<file path="config.mk">
export PLATFORM = sky130hd
export DESIGN_NAME = abd_detector
export DESIGN_NICKNAME = d
export VERILOG_FILES = /design/src/include/abd_pkg.sv /design/src/design/abd_detector.sv
export SDC_FILE = /design/constraint.sdc
export NUM_CORES = 2
export LEC_CHECK = 0
export BUFFER_PORTS_ARGS = -buffer_cell sky130_fd_sc_hd__buf_2
export CORE_MARGIN = 1.5
export CORE_UTILIZATION = 25
export DETAILED_ROUTE_END_ITERATION = 8
export MAX_ROUTING_LAYER = met4
export PLACE_DENSITY = 0.44
export REMOVE_ABC_BUFFERS = 1
export SLEW_MARGIN = 5
export SYNTH_ARGS = -nofsm -noshare
export SYNTH_HDL_FRONTEND = slang
export SYNTH_SLANG_ARGS = --single-unit
</file>
<file path="constraint.sdc">
create_clock -name core_clk -period 28.1 [get_ports core_clk]
set_clock_uncertainty 0.15 [all_clocks]
set_input_delay 1.405 -clock core_clk [delete_from_list [all_inputs] [get_ports core_clk]]
set_output_delay 1.405 -clock core_clk [all_outputs]
set_load 0.05 [all_outputs]
</file>
<file path="src/include/abd_pkg.sv">
package abd_pkg;
    // --------------------------------------------------------------
    // Band layout
    // --------------------------------------------------------------
    localparam int NBANDS = 9;
    localparam int BIN_SPAN = 4;
    localparam int EN_W = 24;
    localparam int SUM_W = 34;
    localparam int IDX_W = 9;
    localparam logic [IDX_W-1:0] BAND_KSTART [0:NBANDS-1] = '{9'd3, 9'd11, 9'd14, 9'd23, 9'd27,
                                                             9'd31, 9'd35, 9'd42, 9'd46};
    // DCT band edges in Hz, each 1500 Hz wide
    localparam logic [31:0] DCT_LO_HZ [0:NBANDS-1] = '{32'd1500, 32'd4500, 32'd6000, 32'd9000, 32'd10500,
                                                       32'd12000, 32'd13500, 32'd16500, 32'd18000};
    localparam logic [31:0] DCT_BAND_HZ = 32'd1500;
    localparam logic [31:0] DCT_POINTS_X2 = 32'd640;

    // --------------------------------------------------------------
    // Rates, bandwidth classes, log scaling (Q8 fixed point)
    // --------------------------------------------------------------
    typedef enum logic [1:0] {ABD_RATE_8K, ABD_RATE_16K, ABD_RATE_32K, ABD_RATE_48K} abd_rate_t;
    typedef enum logic [1:0] {ABD_BW_NARROW, ABD_BW_WIDE, ABD_BW_SUPER, ABD_BW_FULL} abd_bw_t;
    localparam logic [31:0] FS_HZ [0:3] = '{32'd8000, 32'd16000, 32'd32000, 32'd48000};
    localparam real FSCL [0:3] = '{88.293854, 88.300926, 88.304118, 88.028412};
    localparam int Q = 256;
    localparam int FB_DIV = 8;
    localparam logic signed [15:0] LOG_OFS [0:3] = '{
        16'(int'(($log10(real'(FB_DIV)) + 2.0 * $log10(FSCL[0])) * Q)),
        16'(int'(($log10(real'(FB_DIV)) + 2.0 * $log10(FSCL[1])) * Q)),
        16'(int'(($log10(real'(FB_DIV)) + 2.0 * $log10(FSCL[2])) * Q)),
        16'(int'(($log10(real'(FB_DIV)) + 2.0 * $log10(FSCL[3])) * Q))};
    localparam logic [15:0] LOG10_2_Q8 = 16'(int'(0.30103 * Q));
    localparam logic signed [15:0] CLASS_ADD = 16'(int'(1.6 * Q));
    localparam logic signed [15:0] NOISE_MIN_DB = 16'(30 * Q);

    // --------------------------------------------------------------
    // Counter limits and decision thresholds, per energy mode
    // --------------------------------------------------------------
    localparam logic [6:0] CNT_MIN = 7'd0;
    localparam logic [6:0] CNT_MAX = 7'd100;
    localparam logic [6:0] SEL_UP = 7'd90;
    localparam logic [6:0] SEL_DN = 7'd10;
    localparam logic signed [15:0] THR_INC [0:1][0:2] = '{'{16'sh00E6, 16'sh00B3, 16'sh0080},
                                                         '{16'sh0200, 16'sh01C0, 16'sh0180}};
    localparam logic signed [15:0] THR_DEC [0:1][0:2] = '{'{16'sh0066, 16'sh0040, 16'sh0033},
                                                         '{16'sh0180, 16'sh0140, 16'sh0100}};
    localparam logic signed [15:0] THR_GAP [0:1][0:2] = '{'{16'sh0400, 16'sh0400, 16'sh0400},
                                                         '{16'sh0400, 16'sh0400, 16'sh0400}};

    // --------------------------------------------------------------
    // Bitrate limits in units of 0.1 kbps
    // --------------------------------------------------------------
    localparam logic [10:0] BR_SUPER_MIN = 11'd96;
    localparam logic [10:0] BR_FULL_MIN = 11'd164;

    // --------------------------------------------------------------
    // Register map
    // --------------------------------------------------------------
    localparam int AW = 8;
    localparam logic [AW-1:0] REG_CTRL = 8'h00;
    localparam logic [AW-1:0] REG_STATUS = 8'h04;
    localparam logic [AW-1:0] REG_COUNT = 8'h08;
    localparam logic [AW-1:0] REG_LTMEAN = 8'h0C;
    localparam int CTRL_RATE_LSB = 0;
    localparam int CTRL_DCT_BIT = 2;
    localparam int CTRL_BR_LSB = 8;
    localparam logic [1:0] CTRL_RATE_RST = 2'h1;
    localparam logic [10:0] CTRL_BR_RST = 11'h500;
endpackage

</file>
<file path="src/design/abd_detector.sv">
// What this block does
// - Each aggregated band sums four consecutive 400 Hz bins, spanning 1600 Hz.
// - Nine bands use bins 3,11,14,23,27,31,35,42,46 onward, four each.
// - Filter-bank mode: log10 of band sum over eight times scale squared.
// - Scale factor chosen from the input sampling rate among four values.
// - Class means: narrow band 0, wide 1-2, super 3-6, full 7-8, plus 1.6.
// - Narrow max is narrow mean plus 1.6; others largest band plus 1.6.
// - DCT mode splits windowed DCT coefficients into nine 1.5 kHz bands.
// - DCT mode uses unscaled log10 and drops the 1.6 term.
// - Same decision logic for both modes, only thresholds differ.
// - Long-term narrow, wide, super means: 0.75 old plus 0.25 new.
// - Long-term update only with activity and noise above 30 dB.
// - Counter threshold tests run strictly one after another each frame.
// - Selection tests run in sequence; selections reset counters to 0 or 100.
// - Detected bandwidth is capped to widest class the bitrate supports.
// - Support: narrow 7.2-24.4, wide 7.2-128, super 9.6-128, full 16.4-128 kbps.
// - Reports one of four classes: narrow, wide, super-wide, full.
// - At 8 kHz input no detection runs; bandwidth is narrow.
// - Compatibility mode selects DCT energies, filter-bank energies otherwise.
`timescale 1ns/10ps
`default_nettype none
module abd_detector
    import abd_pkg::*;
(
    input wire logic core_clk,
    input wire logic rst,
    input wire logic [AW-1:0] reg_addr,
    input wire logic [31:0] reg_wdata,
    input wire logic reg_wr,
    input wire logic reg_rd,
    output logic [31:0] reg_rdata,
    input wire logic bin_valid,
    input wire logic [IDX_W-1:0] bin_index,
    input wire logic [EN_W-1:0] bin_energy,
    input wire logic frame_end,
    input wire logic signal_activity_decision,
    input wire logic signed [15:0] noise_level_db,
    output logic busy,
    output logic [1:0] selected_bandwidth,
    output logic bw_valid
);
    typedef enum {ST_IDLE, ST_LOG, ST_CLASS, ST_COUNT, ST_SELECT, ST_DONE} abd_state_t;

    // ----------------------------------------------------------
    // Log10 in Q8 from leading-one position and 8 mantissa bits
    // ----------------------------------------------------------
    function automatic logic signed [15:0] abd_log10(input logic [SUM_W-1:0] x);
        int p;
        logic [SUM_W-1:0] n;
        logic [15:0] l2;
        logic [31:0] prod;
        p = 0;
        for (int i = 0; i < SUM_W; i++) begin
            if (x[i]) p = i;
        end
        n = x << (SUM_W - 1 - p);
        l2 = {8'(p), n[SUM_W-2 -: 8]};
        prod = 32'(l2) * 32'(LOG10_2_Q8);
        return signed'(prod[23:8]);
    endfunction

    function automatic logic [6:0] abd_sat(input logic [6:0] c, input logic up, input logic dn);
        logic [6:0] r;
        r = c;
        if (up && c < CNT_MAX) r = c + 7'd1;
        else if (dn && c > CNT_MIN) r = c - 7'd1;
        return r;
    endfunction

    abd_state_t state_reg;
    logic [SUM_W-1:0] sum_reg [0:NBANDS-1];
    logic signed [15:0] lg_reg [0:NBANDS-1];
    logic signed [15:0] mean_reg [0:3];
    logic signed [15:0] max_reg [0:3];
    logic signed [15:0] lt_reg [0:2];
    logic [6:0] cnt_reg [0:2];
    logic [3:0] step_reg;
    logic [1:0] bw_reg;
    logic [1:0] rate_reg;
    logic dct_reg;
    logic [10:0] br_reg;
    logic act_reg;
    logic [31:0] rdata_reg;

    // ----------------------------------------------------------
    // Register decode and read mux
    // ----------------------------------------------------------
    wire ctrl_wr = reg_wr && reg_addr == REG_CTRL;
    wire [31:0] ctrl_val = {13'h0, br_reg, 5'h0, dct_reg, rate_reg};
    wire [31:0] stat_val = {29'h0, busy, bw_reg};
    wire [31:0] cnt_val = {9'h0, cnt_reg[2], 1'b0, cnt_reg[1], 1'b0, cnt_reg[0]};
    wire [31:0] lt_val = {lt_reg[1], lt_reg[0]};
    wire [31:0] rd_mux = reg_addr == REG_CTRL ? ctrl_val :
                         reg_addr == REG_STATUS ? stat_val :
                         reg_addr == REG_COUNT ? cnt_val :
                         reg_addr == REG_LTMEAN ? lt_val : 32'h0000_0000;
    assign reg_rdata = rdata_reg;
    assign busy = state_reg != ST_IDLE;
    assign selected_bandwidth = bw_reg;

    // ----------------------------------------------------------
    // Bin to band membership for both energy modes
    // ----------------------------------------------------------
    logic [NBANDS-1:0] hit;
    logic [31:0] bin_hz;
    always_comb begin
        bin_hz = 32'(bin_index) * FS_HZ[rate_reg] / DCT_POINTS_X2;
        for (int b = 0; b < NBANDS; b++) begin
            if (dct_reg)
                hit[b] = bin_hz >= DCT_LO_HZ[b] && bin_hz < DCT_LO_HZ[b] + DCT_BAND_HZ;
            else
                hit[b] = bin_index >= BAND_KSTART[b] &&
                         bin_index < BAND_KSTART[b] + IDX_W'(BIN_SPAN);
        end
    end

    // ----------------------------------------------------------
    // Log value of the band under conversion
    // ----------------------------------------------------------
    wire [3:0] bi = step_reg;
    wire signed [15:0] lg_raw = abd_log10(sum_reg[bi]);
    wire signed [15:0] lg_val = dct_reg ? lg_raw : lg_raw - LOG_OFS[rate_reg];

    // ----------------------------------------------------------
    // Class means and maxima
    // ----------------------------------------------------------
    wire signed [15:0] add = dct_reg ? 16'sh0000 : CLASS_ADD;
    wire signed [17:0] s_wb = 18'(lg_reg[1]) + 18'(lg_reg[2]);
    wire signed [17:0] s_swb = 18'(lg_reg[3]) + 18'(lg_reg[4]) + 18'(lg_reg[5]) + 18'(lg_reg[6]);
    wire signed [17:0] s_fb = 18'(lg_reg[7]) + 18'(lg_reg[8]);
    wire signed [15:0] m_nb = lg_reg[0] + add;
    wire signed [15:0] m_wb = 16'(s_wb >>> 1) + add;
    wire signed [15:0] m_swb = 16'(s_swb >>> 2) + add;
    wire signed [15:0] m_fb = 16'(s_fb >>> 1) + add;
    wire signed [15:0] x_wb = lg_reg[1] > lg_reg[2] ? lg_reg[1] : lg_reg[2];
    wire signed [15:0] x_s1 = lg_reg[3] > lg_reg[4] ? lg_reg[3] : lg_reg[4];
    wire signed [15:0] x_s2 = lg_reg[5] > lg_reg[6] ? lg_reg[5] : lg_reg[6];
    wire signed [15:0] x_swb = x_s1 > x_s2 ? x_s1 : x_s2;
    wire signed [15:0] x_fb = lg_reg[7] > lg_reg[8] ? lg_reg[7] : lg_reg[8];
    wire lt_en = act_reg && noise_level_db > NOISE_MIN_DB;

    // ----------------------------------------------------------
    // One counter test per step, wide then super then full
    // ----------------------------------------------------------
    wire [1:0] ci = step_reg[1:0];
    wire signed [15:0] c_mean = mean_reg[ci + 2'd1];
    wire signed [15:0] c_max = max_reg[ci + 2'd1];
    wire signed [15:0] c_gap = lt_reg[ci] - c_mean;
    wire c_up = c_mean > THR_INC[dct_reg][ci] && c_gap < THR_GAP[dct_reg][ci];
    wire c_dn = c_max < THR_DEC[dct_reg][ci];

    // ----------------------------------------------------------
    // Sequential selection chain with counter resets
    // ----------------------------------------------------------
    logic [1:0] sel_bw;
    logic [6:0] sel_cnt [0:2];
    always_comb begin
        sel_bw = bw_reg;
        for (int k = 0; k < 3; k++) sel_cnt[k] = cnt_reg[k];
        if (sel_bw == ABD_BW_NARROW && sel_cnt[0] > SEL_UP) begin
            sel_bw = ABD_BW_WIDE;
            sel_cnt[0] = CNT_MAX;
        end
        if (sel_bw <= ABD_BW_WIDE && sel_cnt[1] > SEL_UP) begin
            sel_bw = ABD_BW_SUPER;
            sel_cnt[1] = CNT_MAX;
        end
        if (sel_bw <= ABD_BW_SUPER && sel_cnt[2] > SEL_UP) begin
            sel_bw = ABD_BW_FULL;
            sel_cnt[2] = CNT_MAX;
        end
        if (sel_bw == ABD_BW_FULL && sel_cnt[2] < SEL_DN) begin
            sel_bw = ABD_BW_SUPER;
            sel_cnt[2] = CNT_MIN;
        end
        if (sel_bw >= ABD_BW_SUPER && sel_cnt[1] < SEL_DN) begin
            sel_bw = ABD_BW_WIDE;
            sel_cnt[1] = CNT_MIN;
            sel_cnt[2] = CNT_MIN;
        end
        if (sel_bw >= ABD_BW_WIDE && sel_cnt[0] < SEL_DN) begin
            sel_bw = ABD_BW_NARROW;
            sel_cnt[0] = CNT_MIN;
        end
        if (rate_reg == ABD_RATE_8K) sel_bw = ABD_BW_NARROW;
    end

    // Bitrate cap: widest class each bitrate supports
    wire [1:0] cap_bw = br_reg >= BR_FULL_MIN ? ABD_BW_FULL :
                        br_reg >= BR_SUPER_MIN ? ABD_BW_SUPER : ABD_BW_WIDE;
    wire [1:0] out_bw = sel_bw > cap_bw ? cap_bw : sel_bw;

    // ----------------------------------------------------------
    // Control register and read data
    // ----------------------------------------------------------
    always_ff @(posedge core_clk or posedge rst) begin
        if (rst) begin
            rate_reg <= CTRL_RATE_RST;
            dct_reg <= 1'b0;
            br_reg <= CTRL_BR_RST;
            rdata_reg <= 32'h0000_0000;
        end else begin
            if (ctrl_wr && !busy) begin
                rate_reg <= reg_wdata[CTRL_RATE_LSB +: 2];
                dct_reg <= reg_wdata[CTRL_DCT_BIT];
                br_reg <= reg_wdata[CTRL_BR_LSB +: 11];
            end
            rdata_reg <= reg_rd ? rd_mux : 32'h0000_0000;
        end
    end

    // ----------------------------------------------------------
    // Band accumulation, idle only
    // ----------------------------------------------------------
    always_ff @(posedge core_clk or posedge rst) begin
        if (rst) begin
            for (int b = 0; b < NBANDS; b++) sum_reg[b] <= '0;
        end else if (state_reg == ST_DONE) begin
            for (int b = 0; b < NBANDS; b++) sum_reg[b] <= '0;
        end else if (state_reg == ST_IDLE && bin_valid) begin
            for (int b = 0; b < NBANDS; b++) begin
                if (hit[b]) sum_reg[b] <= sum_reg[b] + SUM_W'(bin_energy);
            end
        end
    end

    // ----------------------------------------------------------
    // Frame sequencer
    // ----------------------------------------------------------
    always_ff @(posedge core_clk or posedge rst) begin
        if (rst) begin
            state_reg <= ST_IDLE;
            step_reg <= 4'h0;
            act_reg <= 1'b0;
            bw_reg <= ABD_BW_NARROW;
            bw_valid <= 1'b0;
            for (int b = 0; b < NBANDS; b++) lg_reg[b] <= '0;
            for (int c = 0; c < 4; c++) begin
                mean_reg[c] <= '0;
                max_reg[c] <= '0;
            end
            for (int k = 0; k < 3; k++) begin
                lt_reg[k] <= '0;
                cnt_reg[k] <= CNT_MIN;
            end
        end else begin
            bw_valid <= 1'b0;
            case (state_reg)
                ST_IDLE: begin
                    step_reg <= 4'h0;
                    if (frame_end) begin
                        act_reg <= signal_activity_decision;
                        state_reg <= rate_reg == ABD_RATE_8K ? ST_SELECT : ST_LOG;
                    end
                end
                ST_LOG: begin
                    lg_reg[bi] <= lg_val;
                    step_reg <= step_reg + 4'h1;
                    if (step_reg == 4'(NBANDS - 1)) state_reg <= ST_CLASS;
                end
                ST_CLASS: begin
                    mean_reg[0] <= m_nb;
                    mean_reg[1] <= m_wb;
                    mean_reg[2] <= m_swb;
                    mean_reg[3] <= m_fb;
                    max_reg[0] <= m_nb + add;
                    max_reg[1] <= x_wb + add;
                    max_reg[2] <= x_swb + add;
                    max_reg[3] <= x_fb + add;
                    if (lt_en) begin
                        lt_reg[0] <= 16'((18'sd3 * 18'(lt_reg[0]) + 18'(m_nb)) >>> 2);
                        lt_reg[1] <= 16'((18'sd3 * 18'(lt_reg[1]) + 18'(m_wb)) >>> 2);
                        lt_reg[2] <= 16'((18'sd3 * 18'(lt_reg[2]) + 18'(m_swb)) >>> 2);
                    end
                    step_reg <= 4'h0;
                    state_reg <= ST_COUNT;
                end
                ST_COUNT: begin
                    cnt_reg[ci] <= abd_sat(cnt_reg[ci], c_up, c_dn);
                    step_reg <= step_reg + 4'h1;
                    if (ci == 2'd2) state_reg <= ST_SELECT;
                end
                ST_SELECT: begin
                    for (int k = 0; k < 3; k++) cnt_reg[k] <= sel_cnt[k];
                    bw_reg <= out_bw;
                    bw_valid <= 1'b1;
                    state_reg <= ST_DONE;
                end
                ST_DONE: state_reg <= ST_IDLE;
                default: state_reg <= ST_IDLE;
            endcase
        end
    end
endmodule
`default_nettype wire

</file>
Word-level counts from Yosys, hierarchy flattened
Index checks and enable logic that the tools add are counted.
{ "totals": {"ff_bits": 733, "input_bits": 96, "output_inout_bits": 36, "elab_cells": 368} }
{ "op_classes": {"add_sub_neg": 32, "n_mul": 5, "div_mod_pow": 1, "magnitude_cmp": 67, "n_eq_ne": 14, "n_shift": 1, "muxes": 136, "n_bitwise": 5, "n_reduce_logical": 66} }
{ "ops": {"columns": ["op", "n"], "rows": [
  ["$mux W32", 42],
  ["$mux W306", 2],
  ["$mux W34", 11],
  ["$mux W16", 21],
  ["$add A34 B24 Y34", 9],
  ["$mux W48", 6],
  ["$bmux W16 S2", 7],
  ["$pmux W32 S5", 1],
  ["$bwmux W144", 1],
  ["$bmux W34 S4", 1],
  ["$add A16 B10 Y16", 8],
  ["$ge A32 B14 Y1 const B", 4],
  ["$lt A32 B14 Y1 const B", 4],
  ["$gt A16 B16 Y1", 6],
  ["$mux W7", 11],
  ["$add A18 B16 Y18", 4],
  ["$bmux W32 S2", 1],
  ["$demux W16 S4", 1],
  ["$eq A32 B2 Y1 const B", 2],
  ["$ge A32 B13 Y1 const B", 2],
  ["$ge A32 B15 Y1 const B", 2],
  ["$logic_not A32 Y1", 2],
  ["$lt A32 B13 Y1 const B", 2],
  ["$lt A32 B15 Y1 const B", 2],
  ["72 further kinds", 175]
]} }

Longest topological paths before layout
{ "logic_depth": {"word_depth": 43, "depth_mapped": 55, "depth_no_buf": 46} }

Worst setup path after synthesis
Ideal clock, no wire load.
{ "synth_path": {"kind": "input to register", "from": "input bin_index[4]", "to": "register sum_reg[128] (netlist name)", "setup_ns": 0.078, "t_arrival_ns": 11.607, "path_slack_ns": 16.265, "stages": 39, "n_path_buf": 5, "cell_sequence": "clkbuf_1 clkinv_1 nor2_1 fa_1 fa_1 fa_1 inv_1 fa_1 inv_1 ha_1 buf_2 and4_1 and3_1 a31oi_4 mux2_2 nand2_1 o221ai_1 a2111oi_0 [3 not listed] o32ai_1 o22a_1 xnor2_1 o221a_2 o21ai_2 and3b_4 mux2_4 mux2_2 a222oi_1 and2_1 buf_4 mux2i_1 a2111o_1 a21o_1 o311a_1 buf_2 or4_1 a21oi_1"} }
{ "synth_between": {"elab_chain_cells": 7, "elab_cells_between_ends": 11} }
{ "synth_rtl": {"columns": ["element", "line_no", "rtl"], "rows": [
  ["start, declared", "abd_detector.sv:33", "input wire logic [IDX_W-1:0] bin_index,"],
  ["$mul A9 B32 Y32", "abd_detector.sv:107", "bin_hz = 32'(bin_index) * FS_HZ[rate_reg] / DCT_POINTS_X2;"],
  ["$div A32 B10 Y32", "abd_detector.sv:107", null],
  ["$ge A32 B14 Y1 or $lt A32 B14 Y1 (tied branches)", "abd_detector.sv:110", "hit[b] = bin_hz >= DCT_LO_HZ[b] && bin_hz < DCT_LO_HZ[b] + DCT_BAND_HZ;"],
  ["$logic_and A1 B1 Y1", "abd_detector.sv:110", null],
  ["$mux W1 *", "abd_detector.sv:109", "if (dct_reg)"],
  ["$reduce_bool A2 Y1 (no line) *", null, null],
  ["$reduce_and A2 Y1 (no line) *", null, null],
  ["end signal, assigned by index", "abd_detector.sv:222", "if (hit[b]) sum_reg[b] <= sum_reg[b] + SUM_W'(bin_energy);"],
  ["end, declared", "abd_detector.sv:71", "logic [SUM_W-1:0] sum_reg [0:NBANDS-1];"]
]} }
Every way passes the cells marked *; elsewhere a longest branch is shown, timed or not.
A chain may end at the register's enable or synchronous reset.

Final worst setup path
{ "layout_path": {"from": "register step_reg[0] (netlist: bi[0])", "to": "register lg_reg[15] (netlist name)"} }
{ "layout_between": {"elab_chain_cells": 43, "elab_cells_between_ends": 48} }
{ "layout_rtl": {"columns": ["element", "line_no", "rtl"], "rows": [
  ["start, declared", "abd_detector.sv:77", "logic [3:0] step_reg;"],
  ["start signal, assigned", "abd_detector.sv:258", "step_reg <= step_reg + 4'h1;"],
  ["start signal, assigned", "abd_detector.sv:280", "step_reg <= step_reg + 4'h1;"],
  ["$not A4 Y5 (not written as such) *", "abd_detector.sv:121, abd_detector.sv:257", null],
  ["$bmux W34 S4", "abd_detector.sv:121", "wire signed [15:0] lg_raw = abd_log10(sum_reg[bi]);"],
  ["$mux W34 (not written as such) (2 in a row)", "abd_detector.sv:121", null],
  ["$mux W1", "abd_detector.sv:54", "if (x[i]) p = i;"],
  ["$mux W32 (32 in a row)", "abd_detector.sv:54", null],
  ["$sub A7 B32 Y32", "abd_detector.sv:56", "n = x << (SUM_W - 1 - p);"],
  ["$shl A34 B32 Y33", "abd_detector.sv:56", null],
  ["$mul A16 B7 Y23", "abd_detector.sv:58", "prod = 32'(l2) * 32'(LOG10_2_Q8);"],
  ["$sub A16 B16 Y16", "abd_detector.sv:122", "wire signed [15:0] lg_val = dct_reg ? lg_raw : lg_raw - LOG_OFS[rate_reg];"],
  ["$mux W16", "abd_detector.sv:122", null],
  ["$bwmux W144 *", "abd_detector.sv:257", "lg_reg[bi] <= lg_val;"],
  ["end signal, assigned by index", "abd_detector.sv:257", null],
  ["end, declared", "abd_detector.sv:72", "logic signed [15:0] lg_reg [0:NBANDS-1];"]
]} }
Every way passes the cells marked *; elsewhere a longest branch is shown, timed or not. The select of a mux whose other input is x is not followed.

==> metrics.csv <==
metric,value,unit
CP required,28550,ps
# DRC,0,
end-of-flow core utilization,0.281,
Die H,502,um
Die W,502,um
synthesized cell area,0.0623,sq mm
top-area cell type share of the netlist area,0.281,
final setup fails,0,
"Top cell by count, worst path",ha_1,
number of synthesized flops with an enable pin,0,
"CTS clk-pin slew, worst paths",60,ps
Avg Inst Size Synth,8.81,sq um
Vias/cell,4.91,
top_reg_cell synth,dfrtp_1,
status,finished clean,
Total Wirelength,198000,um
Max clock buf depth,3,
port bufs,113,
fill cell count,26500,
unrepaired setup endpoints after global routing,false,
Worst-Skew Late Latency,740,ps
largest net degree at the start of global routing,158,
Crit. End Element,flip-flop,
Sinks on Clock Net,703,
Synth area leader,dfrtp_1,
core area,0.248,sq mm
Post-CTS Setup Bufs,0,
CTS resizes,0,
IO Pins,132,
dpl hpwl,150000,um
Post-Layout Inst Area,0.0698,sq mm
Area contributors post-synth,"dfrtp_1 (28%), ha_1 (13%), fa_1 (5.3%)",
Initial Util,0.251,
CTS buffer count,94,
area delta synth->final,12.0,%
share of layout cells above drive strength 1,0.0901,
WL/cell,18.9,um
CTS tree,done,
initial antenna violation count,14,
DIE AREA,0.252,sq mm
final hold viol count,0,
H-tree Lvls,3,
Final nets,7926,
WS Path Type,reg -> reg,
crit path max fanout,42,
Worst path slowest cell,nand2_1,
Max-slew headroom,0.142,
worst path arrival time,15730,ps
crit-path max cell delay,750,ps
asr flop ratio synth,1.00,
Mapped Cells,7066,
Routed Antenna Nets,0,
DRT iter0 DRCs,3152,
gp weighted congestion,0.839,
type of origin of the critical path,flip-flop,
number of global-route vias before repair,51700,
grt total ovfl,0,
YS warnings,0,
Root Driver,clkbuf_16,
unique cell type count in the Yosys netlist,114,
GRT Total Usage,0.160,
Worst Hold Class,reg -> reg,
max FFs per register,306,
Fmax achieved,65.4,MHz
min Tclk post-route,15290,ps
Seq cells post-synth,703,
first-pass GRT wire length,308000,um
Tcrit/Tclk final,0.544,
area post-placement,0.0664,sq mm
TNS Setup,0,ps
"Slew Viols, Final",0,
register area share after synthesis,0.283,
Worst Tran Pin Value,1270,ps
Std-Cell Rows,183,
Detailed Routing Iterations Pass 1,5,
via count,51200,
number of hold buffers added after CTS,0,
Max-Cap Viols,0,
## routing by layer
metal	vias to the layer above	wire, um	track usage
li1	25000	-	-
met1	25200	94400	0.211
met2	870	91800	0.259
met3	197	7670	0.0187
met4	0	3970	0.0369
met5	-	0	-
## worst max-delay path, delay by kind of cell (launching register included)
kind,cells,cell delay (ps)
AOI/OAI and AO/OA,18,4410
buffers and inverters,8,3440
and+or+nand+nor,9,2610
adders and majority gates,7,2550
muxes,2,1010
DFF,1,680
xor gates and xnor gates,1,160
## cells in the mapped netlist (30+ instances only)
cell / n
fa_1: 166
nand3_1: 125
inv_1: 563
and2_1: 47
mux2i_1: 195
o21bai_1: 221
nor3_1: 79
nor4_1: 39
and3_1: 38
o22ai_1: 39
dfrtp_1: 700
a22oi_1: 30
nand4_1: 56
nor2_1: 434
a21oi_1: 570
xnor2_1: 364
a21o_1: 87
mux2_2: 131
nand2_1: 788
xor2_1: 105
nor2b_1: 48
a31oi_1: 51
clkbuf_1: 231
ha_1: 640
mux4_2: 71
o211ai_1: 30
or4_1: 32
nand2b_1: 65
buf_1: 47
o31ai_1: 143
o21ai_0: 495
## path summary, 6_finish.rpt
kind	endpoint	slack [ps]	startpoint	cells past startpoint
min in group asynchronous	selected_bandwidth[0]$_DFFE_PP0P_	580	rst	2
min reg2reg	max_reg[26]$_DFFE_PP0P_	320	max_reg[26]$_DFFE_PP0P_	2
max reg2reg	lg_reg[15]$_DFFE_PP0P_	12810	bi[0]$_DFFE_PP0P_	45
min	max_reg[26]$_DFFE_PP0P_	320	max_reg[26]$_DFFE_PP0P_	2
max	lg_reg[15]$_DFFE_PP0P_	12810	bi[0]$_DFFE_PP0P_	45
max in group asynchronous	sum_reg[213]$_DFFE_PP0P_	24310	rst	5
## cell families after synthesis
group / count (synthesis) / synth area share
mux: 402 / 0.0819
compound gates: 1948 / 0.196
buf+inv: 888 / 0.0549
flops: 703 / 0.283
simple gates: 1846 / 0.136
xor+xnor: 471 / 0.0665
fa+ha+maj: 808 / 0.182
## layout by cell type, fill, tap and decap left out, types with 39 or more instances in the layout
master | synthesis | final
nand2b_1 | 65 | 65
buf_2 | 29 | 113
o31ai_1 | 143 | 142
dfrtp_1 | 700 | 696
buf_4 | 10 | 68
inv_1 | 563 | 561
mux2_2 | 131 | 131
nor4_1 | 39 | 39
nor3_1 | 79 | 78
mux2i_1 | 195 | 195
fa_1 | 166 | 166
nor2_1 | 434 | 432
mux4_2 | 71 | 71
clkbuf_16 | 0 | 94
nand4_1 | 56 | 56
a31oi_1 | 51 | 50
a21oi_1 | 570 | 569
xor2_1 | 105 | 105
xnor2_1 | 364 | 363
a21o_1 | 87 | 86
nand3_1 | 125 | 124
o21bai_1 | 221 | 221
nand2_1 | 788 | 786
ha_1 | 640 | 640
and2_1 | 47 | 47
o21ai_0 | 495 | 495
nor2b_1 | 48 | 46
## final cells by class
cell class,count,area [sq um],share of cell area
clock buffer,139,2770,0.0397
inverter,568,2140,0.0307
clock inverter,37,541,0.00775
tap,3330,4170,0.0597
multi-input combinational,5475,41400,0.594
antenna,11,27.5,0.000395
sequential,703,17600,0.252
timing repair buffer,182,1100,0.0157
## stage by stage
stage / setup WS [ps] / std cells / hold slack (ps)
3_3_place_gp: 12670 / 10300 / 305
2_1_floorplan: 6830 / 6746 / 291
5_1_grt: 11570 / 10400 / 352
4_1_cts: 12530 / 10400 / 327
3_5_place_dp: 12520 / 10300 / 313
6_report: 12810 / 10400 / 323
Power is not shown: default switching activity piles up to over one toggle a cycle in this logic, so the estimate is an artifact.
